==> src/verilog/tcc_pkg.sv <==
// package with register map, field layout and reset values of the capture/compare timer
package tcc_pkg;
   // register addresses, compared directly with the slave bus address
   localparam logic [31:0] IDX_CTRL0    = 32'hFFFF_F26C;
   localparam logic [31:0] IDX_CTRL1    = 32'hFFFF_F270;
   localparam logic [31:0] IDX_EDGE0    = 32'hFFFF_F272;
   localparam logic [31:0] IDX_EDGE1    = 32'hFFFF_F292;
   localparam logic [31:0] IDX_CCR0     = 32'hFFFF_F274;
   localparam logic [31:0] IDX_CCR1     = 32'hFFFF_F276;
   localparam logic [31:0] IDX_COUNT    = 32'hFFFF_F278;
   localparam logic [31:0] IDX_ORIGIN   = 32'hFFFF_F27A;
   // control_reg0 fields
   localparam int          C0_GATE      = 0;
   localparam int          C0_RUN       = 1;
   localparam int          C0_CS_LO     = 4;
   localparam int          C0_CS_HI     = 6;
   localparam int          C0_OVF       = 7;
   localparam logic [7:0]  C0_RESET     = 8'h00;
   // output_and_mode_control fields
   localparam int          C1_MODE0     = 0;
   localparam int          C1_MODE1     = 1;
   localparam int          C1_CLR       = 3;
   localparam int          C1_POL       = 5;
   localparam int          C1_ENA       = 6;
   localparam logic [7:0]  C1_RESET     = 8'h20;
   localparam logic [7:0]  C1_WMASK     = 8'h6B;
   // edge select fields and codes
   localparam int          ES_IN0_LO    = 0;
   localparam int          ES_IN1_LO    = 2;
   localparam logic [7:0]  ES_RESET     = 8'h00;
   localparam logic [7:0]  ES_WMASK     = 8'h0F;
   localparam logic [1:0]  EDGE_FALL    = 2'h0;
   localparam logic [1:0]  EDGE_RISE    = 2'h1;
   localparam logic [1:0]  EDGE_BOTH    = 2'h3;
   // trigger origin select: bit 0 picks the frame start pulse for unit 0
   localparam int          OR_SOF       = 0;
   localparam logic [7:0]  OR_RESET     = 8'h00;
   localparam logic [15:0] CNT_ZERO     = 16'h0000;
   localparam logic [15:0] CNT_MAX      = 16'hFFFF;
endpackage

==> src/verilog/tcc_unit.sv <==
// capture/compare timer unit with a memory-mapped register slave
`timescale 1ns/1ps
`default_nettype none

// Summary of operation
// - pulse output held inactive while output enable is 0; matches still raise interrupts and clear.
// - enabled output changes on compare matches, inactive until first match.
// - polarity bit 0 gives active low, 1 active high; resets to 1.
// - clear enable with register 0 in compare clears counter on its match.
// - mode bit 1 for register 1, bit 0 for register 0; 0 capture.
// - two-bit edge fields: 00 falling, 01 rising, 11 both, 10 prohibited.
// - 16-bit free-running up-counter; matches raise interrupts and drive output.
// - wrap from FFFFH to 0000H sets overflow flag and overflow interrupt.
// - wrap by clear-on-match at FFFFH is a clear: no overflow.
// - return to zero by stopping the counter produces no overflow.
// - capture latches counter on valid edge and holds until next edge.
// - each valid trigger edge in capture mode with count run 1 captures into its register and raises its interrupt.
// - unit 0 selects register 0 capture trigger from pin or frame start pulse.
// - no capture while count run bit is 0.
// - compare registers are compared with the counter on every count.
// - count run 0 stops counter at 0000H; 1 lets it count.
// - unit clock gate 0 holds the unit in reset, except the origin select.
// - bus writes to a register in capture mode are discarded.
module tcc_unit #(
   parameter int          CNT_W   = 16,
   parameter int          UNIT_ID = 0
) (
   input  wire logic                i_clk,
   input  wire logic                i_srst,
   input  wire logic [31:0]         i_avs_address,
   input  wire logic                i_avs_read,
   input  wire logic                i_avs_write,
   input  wire logic [31:0]         i_avs_writedata,
   input  wire logic [3:0]          i_avs_byteenable,
   output logic      [31:0]         o_avs_readdata,
   output logic                     o_avs_waitrequest,
   input  wire logic                i_trig_in0,
   input  wire logic                i_trig_in1,
   input  wire logic                i_frame_start_pulse,
   output logic                     o_pulse_out,
   output logic                     o_cap_cmp_irq0,
   output logic                     o_cap_cmp_irq1,
   output logic                     o_overflow_irq
);
   import tcc_pkg::*;

   // refuse parameter values that the logic cannot serve
   if (CNT_W != 16 || UNIT_ID < 0 || UNIT_ID > 1) begin : g_bad_param
      $error("tcc_unit: counter must be 16 bits, unit id 0 or 1");
   end

   localparam logic [31:0] IDX_EDGE = (UNIT_ID == 0) ? IDX_EDGE0 : IDX_EDGE1;

   // valid edge decode for one trigger input
   function automatic logic edge_hit(input logic [1:0] sel,
                                     input logic       cur,
                                     input logic       prev);
      logic rise;
      logic fall;
      rise = cur & ~prev;
      fall = ~cur & prev;
      case (sel)
         EDGE_FALL: edge_hit = fall;
         EDGE_RISE: edge_hit = rise;
         EDGE_BOTH: edge_hit = rise | fall;
         default:   edge_hit = 1'b0;
      endcase
   endfunction

   // bus access state
   logic              ack;
   logic              next_ack;
   logic [31:0]       rdata;
   logic [31:0]       next_rdata;
   logic              req;
   logic              wr_go;

   // unit state
   logic [7:0]        ctrl0;
   logic [7:0]        next_ctrl0;
   logic [7:0]        ctrl1;
   logic [7:0]        next_ctrl1;
   logic [7:0]        edge_sel;
   logic [7:0]        next_edge_sel;
   logic [7:0]        origin;
   logic [7:0]        next_origin;
   logic [CNT_W-1:0]  cnt;
   logic [CNT_W-1:0]  next_cnt;
   logic [CNT_W-1:0]  ccr [2];
   logic [CNT_W-1:0]  next_ccr [2];
   logic              advanced;
   logic              next_advanced;
   logic              active;
   logic              next_active;
   logic              pin_lvl;
   logic              next_pin_lvl;
   logic [1:0]        irq_cc;
   logic [1:0]        next_irq_cc;
   logic              irq_ovf;
   logic              next_irq_ovf;

   // trigger synchronisers: stage a, stage b, then previous value
   logic [1:0]        trig_a;
   logic [1:0]        trig_b;
   logic [1:0]        trig_c;
   logic              sof_prev;

   // decoded controls
   logic              gate;
   logic              run;
   logic [1:0]        cmp_mode;
   logic [1:0]        edge_now;
   logic [1:0]        trig_ev;
   logic [1:0]        match;
   logic              clr_hit;
   logic              wrap;
   logic              ena;
   logic              pol;

   assign gate     = ctrl0[C0_GATE];
   assign run      = ctrl0[C0_RUN];
   assign cmp_mode = {ctrl1[C1_MODE1], ctrl1[C1_MODE0]};
   assign ena      = ctrl1[C1_ENA];
   assign pol      = ctrl1[C1_POL];

   // request handshake: every access takes one wait state
   assign req               = i_avs_read | i_avs_write;
   assign o_avs_waitrequest = req & ~ack;
   assign o_avs_readdata    = rdata;
   assign wr_go             = i_avs_write & ack;
   assign next_ack          = req & ~ack;

   // trigger edge detection per input
   for (genvar g = 0; g < 2; g++) begin : g_trig
      logic pick_sof;
      if (g == 0 && UNIT_ID == 0) begin : g_sel
         assign pick_sof = origin[OR_SOF];
      end else begin : g_pin
         assign pick_sof = 1'b0;
      end
      assign edge_now[g] = edge_hit(edge_sel[2*g +: 2], trig_b[g], trig_c[g]);
      assign trig_ev[g]  = pick_sof ? (i_frame_start_pulse & ~sof_prev)
                                    : edge_now[g];
      // match only on a value reached by counting, never on the start value
      assign match[g] = cmp_mode[g] & run & advanced & (cnt == ccr[g]);
   end

   assign clr_hit = match[0] & ctrl1[C1_CLR];
   assign wrap    = run & (cnt == CNT_MAX) & ~clr_hit;

   // read data mux
   always_comb begin
      next_rdata = 32'h0000_0000;
      if (i_avs_read && !ack) begin
         case (i_avs_address)
            IDX_CTRL0:  next_rdata[7:0]       = ctrl0;
            IDX_CTRL1:  next_rdata[7:0]       = ctrl1;
            IDX_EDGE:   next_rdata[7:0]       = edge_sel;
            IDX_ORIGIN: next_rdata[7:0]       = origin;
            IDX_CCR0:   next_rdata[CNT_W-1:0] = ccr[0];
            IDX_CCR1:   next_rdata[CNT_W-1:0] = ccr[1];
            IDX_COUNT:  next_rdata[CNT_W-1:0] = cnt;
            default:    next_rdata            = 32'h0000_0000;
         endcase
      end else if (ack) begin
         next_rdata = rdata;
      end
   end

   // unit next state: counter, capture/compare, flags, pulse output
   always_comb begin
      next_ctrl0    = ctrl0;
      next_ctrl1    = ctrl1;
      next_edge_sel = edge_sel;
      next_origin   = origin;
      next_ccr[0]   = ccr[0];
      next_ccr[1]   = ccr[1];
      next_advanced = run;
      next_irq_cc   = 2'b00;
      next_irq_ovf  = 1'b0;
      next_active   = active;
      // counter: held at zero while stopped, cleared on match, else counts
      if (!run) begin
         next_cnt = CNT_ZERO;
      end else if (clr_hit) begin
         next_cnt = CNT_ZERO;
      end else begin
         next_cnt = cnt + 16'h0001;
      end
      // capture and match events per register
      for (int k = 0; k < 2; k++) begin
         if (!cmp_mode[k] && run && trig_ev[k]) begin
            next_ccr[k]    = cnt;
            next_irq_cc[k] = 1'b1;
         end
         if (match[k]) begin
            next_irq_cc[k] = 1'b1;
         end
      end
      // pulse output: set by register 0, reset by register 1 (reset wins)
      if (!ena || !run) begin
         next_active = 1'b0;
      end else if (match[1]) begin
         next_active = 1'b0;
      end else if (match[0]) begin
         next_active = 1'b1;
      end
      if (wrap) begin
         next_irq_ovf = 1'b1;
      end
      // software writes
      if (wr_go && i_avs_byteenable[0]) begin
         case (i_avs_address)
            IDX_CTRL0: begin
               next_ctrl0[C0_GATE] = i_avs_writedata[C0_GATE];
               next_ctrl0[C0_CS_HI:C0_CS_LO] =
                  i_avs_writedata[C0_CS_HI:C0_CS_LO];
               // run may only start once the unit clock is on
               next_ctrl0[C0_RUN] = gate & i_avs_writedata[C0_RUN];
               if (!i_avs_writedata[C0_OVF]) begin
                  next_ctrl0[C0_OVF] = 1'b0;
               end
            end
            IDX_CTRL1:  next_ctrl1    = i_avs_writedata[7:0] & C1_WMASK;
            IDX_EDGE:   next_edge_sel = i_avs_writedata[7:0] & ES_WMASK;
            IDX_ORIGIN: next_origin   = {7'h00, i_avs_writedata[OR_SOF]};
            default:    next_origin   = origin;
         endcase
      end
      for (int k = 0; k < 2; k++) begin
         if (wr_go && cmp_mode[k]
             && i_avs_address == (k == 0 ? IDX_CCR0 : IDX_CCR1)) begin
            if (i_avs_byteenable[0]) begin
               next_ccr[k][7:0] = i_avs_writedata[7:0];
            end
            if (i_avs_byteenable[1]) begin
               next_ccr[k][15:8] = i_avs_writedata[15:8];
            end
         end
      end
      // overflow flag: a new wrap wins over a software clear
      if (wrap) begin
         next_ctrl0[C0_OVF] = 1'b1;
      end
      next_pin_lvl = next_active ? next_ctrl1[C1_POL]
                                 : ~next_ctrl1[C1_POL];
      // gate off: everything but the gate bit and origin back to reset
      if (!next_ctrl0[C0_GATE]) begin
         next_ctrl0    = C0_RESET;
         next_ctrl1    = C1_RESET;
         next_edge_sel = ES_RESET;
         next_cnt      = CNT_ZERO;
         next_ccr[0]   = CNT_ZERO;
         next_ccr[1]   = CNT_ZERO;
         next_advanced = 1'b0;
         next_active   = 1'b0;
         next_irq_cc   = 2'b00;
         next_irq_ovf  = 1'b0;
         next_pin_lvl  = ~C1_RESET[C1_POL];
      end
   end

   // register all state
   always_ff @(posedge i_clk) begin
      if (i_srst) begin
         ack      <= 1'b0;
         rdata    <= 32'h0000_0000;
         ctrl0    <= C0_RESET;
         ctrl1    <= C1_RESET;
         edge_sel <= ES_RESET;
         origin   <= OR_RESET;
         cnt      <= CNT_ZERO;
         ccr[0]   <= CNT_ZERO;
         ccr[1]   <= CNT_ZERO;
         advanced <= 1'b0;
         active   <= 1'b0;
         pin_lvl  <= ~C1_RESET[C1_POL];
         irq_cc   <= 2'b00;
         irq_ovf  <= 1'b0;
         trig_a   <= 2'b00;
         trig_b   <= 2'b00;
         trig_c   <= 2'b00;
         sof_prev <= 1'b0;
      end else begin
         ack      <= next_ack;
         rdata    <= next_rdata;
         ctrl0    <= next_ctrl0;
         ctrl1    <= next_ctrl1;
         edge_sel <= next_edge_sel;
         origin   <= next_origin;
         cnt      <= next_cnt;
         ccr[0]   <= next_ccr[0];
         ccr[1]   <= next_ccr[1];
         advanced <= next_advanced;
         active   <= next_active;
         pin_lvl  <= next_pin_lvl;
         irq_cc   <= next_irq_cc;
         irq_ovf  <= next_irq_ovf;
         trig_a   <= {i_trig_in1, i_trig_in0};
         trig_b   <= trig_a;
         trig_c   <= trig_b;
         sof_prev <= i_frame_start_pulse;
      end
   end

   assign o_pulse_out    = pin_lvl;
   assign o_cap_cmp_irq0 = irq_cc[0];
   assign o_cap_cmp_irq1 = irq_cc[1];
   assign o_overflow_irq = irq_ovf;
endmodule

`default_nettype wire

==> config.mk <==
export PLATFORM = sky130hd
export DESIGN_NAME = tcc_unit
export DESIGN_NICKNAME = d
export VERILOG_FILES = /design/src/verilog/tcc_pkg.sv /design/src/verilog/tcc_unit.sv
export SDC_FILE = /design/constraint.sdc
export NUM_CORES = 1
export LEC_CHECK = 0
export BUFFER_PORTS_ARGS = -buffer_cell sky130_fd_sc_hd__clkbuf_2
export CAP_MARGIN = 20
export CORE_UTILIZATION = 59
export DETAILED_ROUTE_END_ITERATION = 12
export MAX_ROUTING_LAYER = met4
export PLACE_DENSITY = 0.85
export SLEW_MARGIN = 20
export SYNTH_ARGS = -nofsm -noshare
export SYNTH_HDL_FRONTEND = slang
export SYNTH_SLANG_ARGS = --single-unit
==> constraint.sdc <==
create_clock -name i_clk -period 4.65 [get_ports i_clk]
set_input_delay 0.465 -clock i_clk [delete_from_list [all_inputs] [get_ports i_clk]]
set_output_delay 0.465 -clock i_clk [all_outputs]
set_load 0.03 [all_outputs]
### Word-level counts from Yosys, hierarchy flattened

Memory sizes are Yosys's and may differ from the RTL's.
Cells that the tools add are included.

* register bits after elaboration: 62
* latch bits: 0
* bits in writable memories: 32
* bits in read-only memories: 0
* input bits: 75
* output and inout port bits: 37
* word-level logic and storage cells: 135
* memories kept: 1

* add/subtract/negate cells: 1
* multiply operators: 0
* div/mod/pow operators: 0
* $lt $le $gt $ge: 0
* eq/ne operators: 16
* shifts and indexed selects: 0
* mux-type cells: 39
* bitwise operators: 32
* reductions and logical operators: 27

Memories
* ccr: words 2, width 16, read ports 2, clocked after memory_dff 0, wr ports 2, line tcc_unit.sv:89 `logic [CNT_W-1:0] ccr [2];`

Operator list (count)
* $eq A32 B32 Y1 const B: 7
* $mux W16: 8
* $pmux W8 S7: 1
* $eq A16 B16 Y1: 2
* $mux W32: 1
* $mux W8: 4
* $pmux W8 S3: 1
* $mux W1: 18
* $and A1 B1 Y1: 17
* $add A16 B1 Y16 const B: 1
* $eq A16 B16 Y1 const B: 1
* $mux W6: 2
* $logic_and A1 B1 Y1: 10
* $not A1 Y1: 10
* $mux W4: 2
* $reduce_and A2 Y1: 4
* $pmux W1 S3: 2
* $logic_not A1 Y1: 5
* $or A1 B1 Y1: 5
* $eq A2 B1 Y1 const B: 2
* $eq A2 B2 Y1 const B: 2
* $logic_not A2 Y1: 2
* $ne A2 B1 Y1 const B: 2
* $reduce_bool A2 Y1: 2
* other kinds (4): 4

### Longest topological paths before layout

* depth after elaboration: 11
* gate-level depth with buffers: 9
* depth with buffers taken out: 8

### Worst setup path after synthesis

No wires, ideal clock.

* path type: reg-to-reg
* from: register trig_b[0]
* to: memory ccr[0][7]
* library setup time: 0.128 ns
* data arrival time: 2.330 ns
* data required time: 4.522 ns
* slack: 2.193 ns
* stages on the path, launching flop included: 10
* path buffers: 1
* period minus slack after synthesis: 2.457 ns
* path through: dfxtp_1 > inv_1 > ha_1 > nor2b_1 > o21ai_0 > a2111oi_4 > clkbuf_1 > mux2_2 > mux2i_1 > nor2_1

RTL lines
* from (decl): line tcc_unit.sv:104 `logic [1:0] trig_b;`
* from (signal assigned): line tcc_unit.sv:300 `trig_b <= trig_a;`
* to (decl): line tcc_unit.sv:89

### Final worst setup path

* from: register ack
* to: register cnt[2]

* cells in the longest elaborated chain, start to end: 5

RTL lines
* from (decl): line tcc_unit.sv:71 `logic ack;`
* from (signal assigned): line tcc_unit.sv:285 `ack <= next_ack;`
* $and A1 B1 Y1: line tcc_unit.sv:130 `assign wr_go = i_avs_write & ack;`
* $logic_and A1 B1 Y1: line tcc_unit.sv:212 `if (wr_go && i_avs_byteenable[0]) begin`
* $mux W1: line tcc_unit.sv:212
* $not A1 Y1 (no source line)
* $reduce_or A4 Y1 (no source line)
* to (signal assigned): line tcc_unit.sv:291 `cnt <= next_cnt;`
* to (decl): line tcc_unit.sv:87 `logic [CNT_W-1:0] cnt;`

No other way between the ends.
A chain may end at the register's enable or synchronous reset.

==> impl_metrics.yaml <==
worst_setup_path:
  cp-start-kind: "register"
  required_ps: 4890
  critical_path_class: "reg -> reg"
  r2r_end: "cnt[2]"
  r2r_start: "ack"
  reg2reg_setup_slack_ps: 1880
  critPathCaptureType: "register"
  crit_path_max_fanout: 19
  arrival_ps: 3020
  reg2reg_depth: 6
layout:
  fin_nets: 704
  final_cell_mix: "dfxtp_1 (94), nor2_1 (82), clkbuf_2 (77), mux2i_1 (54), nand2_1 (34)"
  area_growth_pct: 10.5
  drive_above_1_share_pct: 19.7
  antenna_cells: 0
  final_common_cell: "dfxtp_1"
timing:
  max-slew-margin-rel_pct: 40.1
  layout_setup_ws_ps: 1880
  timing.final.crit_share_pct: 59.6
  setup_viol: 0
  hold_viol_final: 0
  fmax_ghz: 0.361
  clock_skew_ps: 9.85
  worst_pin_slew_ps: 895
  min_period_ps: 2770
  finalSetupTns_ps: 0
  finalMaxSlewViolations: 0
  rsz0062_at_grt: "no"
yosys:
  yosys.area.top_type: "dfxtp_1"
  yosysWarnings: 0
  yosys.area_share.adder_pct: 1.24
  synth_top_family_by_area: "simple AND/OR/NAND/NOR gates"
  syn_area_um2: 5060
  synth.avg_cell_area_um2: 8.79
  synth_compound_area_share_pct: 11.5
  synth_edf_count: 0
  yosysUniqueCellTypes: 51
  synth_top_flop_cell: "dfxtp_1"
  async_reset_ff_share_pct: 0
  yosysSeqAreaShare_pct: 37.2
  synthCells: 576
  synth_top_area_share_pct: 37.2
  synth_xor_area_share_pct: 7.96
  synth-simple-area-share_pct: 21.1
  synth.area.top_cells: "dfxtp_1 (37%), mux2i_1 (11%), nor2_1 (6.1%)"
  synth.area.mux_share_pct: 14.5
  ys_seq_elements: 94
floorplan:
  ios: 112
  core_um2: 8260
  die_y_um: 94.6
  die_w_um: 94.6
  initial_core_util_pct: 61.3
  rows: 33
  dieArea_um2: 8950
clock_tree:
  insertion_delay_ps: 370
  postCtsSetupRepairBufs: 0
  cts_tree: "done"
  cts_made_buffers: 9
  ctsResizeCount: 0
  ctsHoldBuffers: 0
  cts_root_buffer: "clkbuf_8"
  path_clk_slew_ps: 100
  cts_buffer_depth: 2
  htreeDepth: 3
  clock-sinks: 94
power:
  ir_worst_vdd_v: 0.000149
  powerDensity_nw_per_um2: 261
  power.leakage_nw: 2.30
run_status:
  status: "finished clean"
global_route:
  grtUsageTotal_pct: 31.4
  grt_max_degree: 33
  grt_pass1_vias: 4219
  grt-ovfl-total: 0
  antenna_found_initial: 0
  grt_pass1_wl_um: 21100
routing:
  drt_iter0_drc: 437
  antenna_left: 0
  wire_per_inst_um: 17.7
  vias: 4435
  drc: 0
  dr.pass1.iters: 9
  avgViaCountPerCell: 6.04
  wl_um: 13000
placed_design:
  portBuffers: 77
  dp_hpwl_um: 9190
  place_congestion: 0.895
  place_ws_ps: 1760
worst_hold_path:
  holdPathEnd: "trig_a[1]"
  min_path_cells: 2
  worst_hold_path_type: "in -> reg"
  min-delay-start: "i_trig_in1"
run:
  maxCapViolCount: 0
-- metal layers --
metal / routed length (um) / up-vias / part of all wire [%] / track usage (%)
li1: - / 2085 / - / -
met1: 5460 / 2056 / 42 / 41.0
met2: 6050 / 245 / 47 / 47.8
met3: 1090 / 49 / 8.4 / 4.83
met4: 376 / 0 / 2.9 / 14.0
met5: 0 / - / 0 / -
-- where the power goes --
group,switching (mW),total [mW],internal [mW],leakage (nW)
Combinational,0.0560,0.0833,0.0274,1.44
Sequential,0.00423,0.812,0.807,0.758
Clock,0.309,0.564,0.255,0.0986
-- per-stage QoR --
stage          utilization (%)  hold WS, ps  total power, mW  instance area (um2)  cells
2_1_floorplan                -          414            0.885                 5120    591
3_3_place_gp              65.0          439            0.909                 5370    717
3_5_place_dp              65.1          435            0.912                 5370    717
4_1_cts                   67.6          305             1.46                 5580    733
5_1_grt                   67.8          325             1.50                 5600    734
6_report                  67.8          300             1.46                 5600    734
-- cell usage after synthesis, drive strengths merged, types with 2 or more instances --
cell type	n
xor2	24
o31ai	3
nor4	6
a211oi	17
nand4	14
a22oi	12
o21ai	13
dfxtp	94
ha	5
buf	24
nand2b	4
nand3	15
a32oi	2
nand2	35
and3	8
xnor2	22
inv	11
a21oi	20
nor2	82
or4	3
a221oi	10
nor2b	10
mux2i	54
mux2	17
clkbuf	35
and2	2
nor3	13
and4	5
or3	3
-- how the worst max path moves through the flow --
| stage | startpoint | endpoint | slack (ps) | cells past startpoint |
|---|---|---|---|---|
| 3_5_place_dp | i_avs_address[11] | ccr[0][31] | 1760 | 7 |
| 5_1_grt | ack | cnt[14] | 1690 | 6 |
| 6_report | ack | cnt[2] | 1880 | 6 |
| 2_1_floorplan | trig_b[0] | ccr[0][7] | 2190 | 9 |
| 3_3_place_gp | i_avs_address[11] | ccr[0][27] | 1850 | 7 |
| 4_1_cts | ack | cnt[2] | 1940 | 6 |
-- worst max-delay path, cell delays in order (launching register included) --
cell	delay [ps]
dfxtp_1	710
nand3_1	310
inv_1	250
nand4_4	190
mux2_2	540
a211o_1	520
nor2_1	120
-- cell type report --
class,count,area (um2)
Clock inverter,7,83.8
Inverter,11,41.3
Timing Repair Buffer,81,423
Fill cell,639,2660
Clock buffer,9,124
Multi-Input combinational cell,427,2910
Tap cell,105,131
Sequential cell,94,1880
-- state kept, by name, indices dropped and copies added, names as in the netlist, 2 cells and up --
signal          flops
ccr                32
ctrl1               5
ctrl0               6
edge_sel            4
irq_cc              2
trig_c              2
o_avs_readdata     16
cnt                16
trig_b              2
trig_a              2
-- logic make-up after synthesis --
logic type               Yosys count
buffers and inverters             70
other                              1
adder cells (fa/ha/maj)            5
flip-flops                        94
multiplexers                      71
AO/OA/AOI/OAI                     84
XOR/XNOR                          46
AND/OR/NAND/NOR                  205
Power figures use the tool's default switching activity.
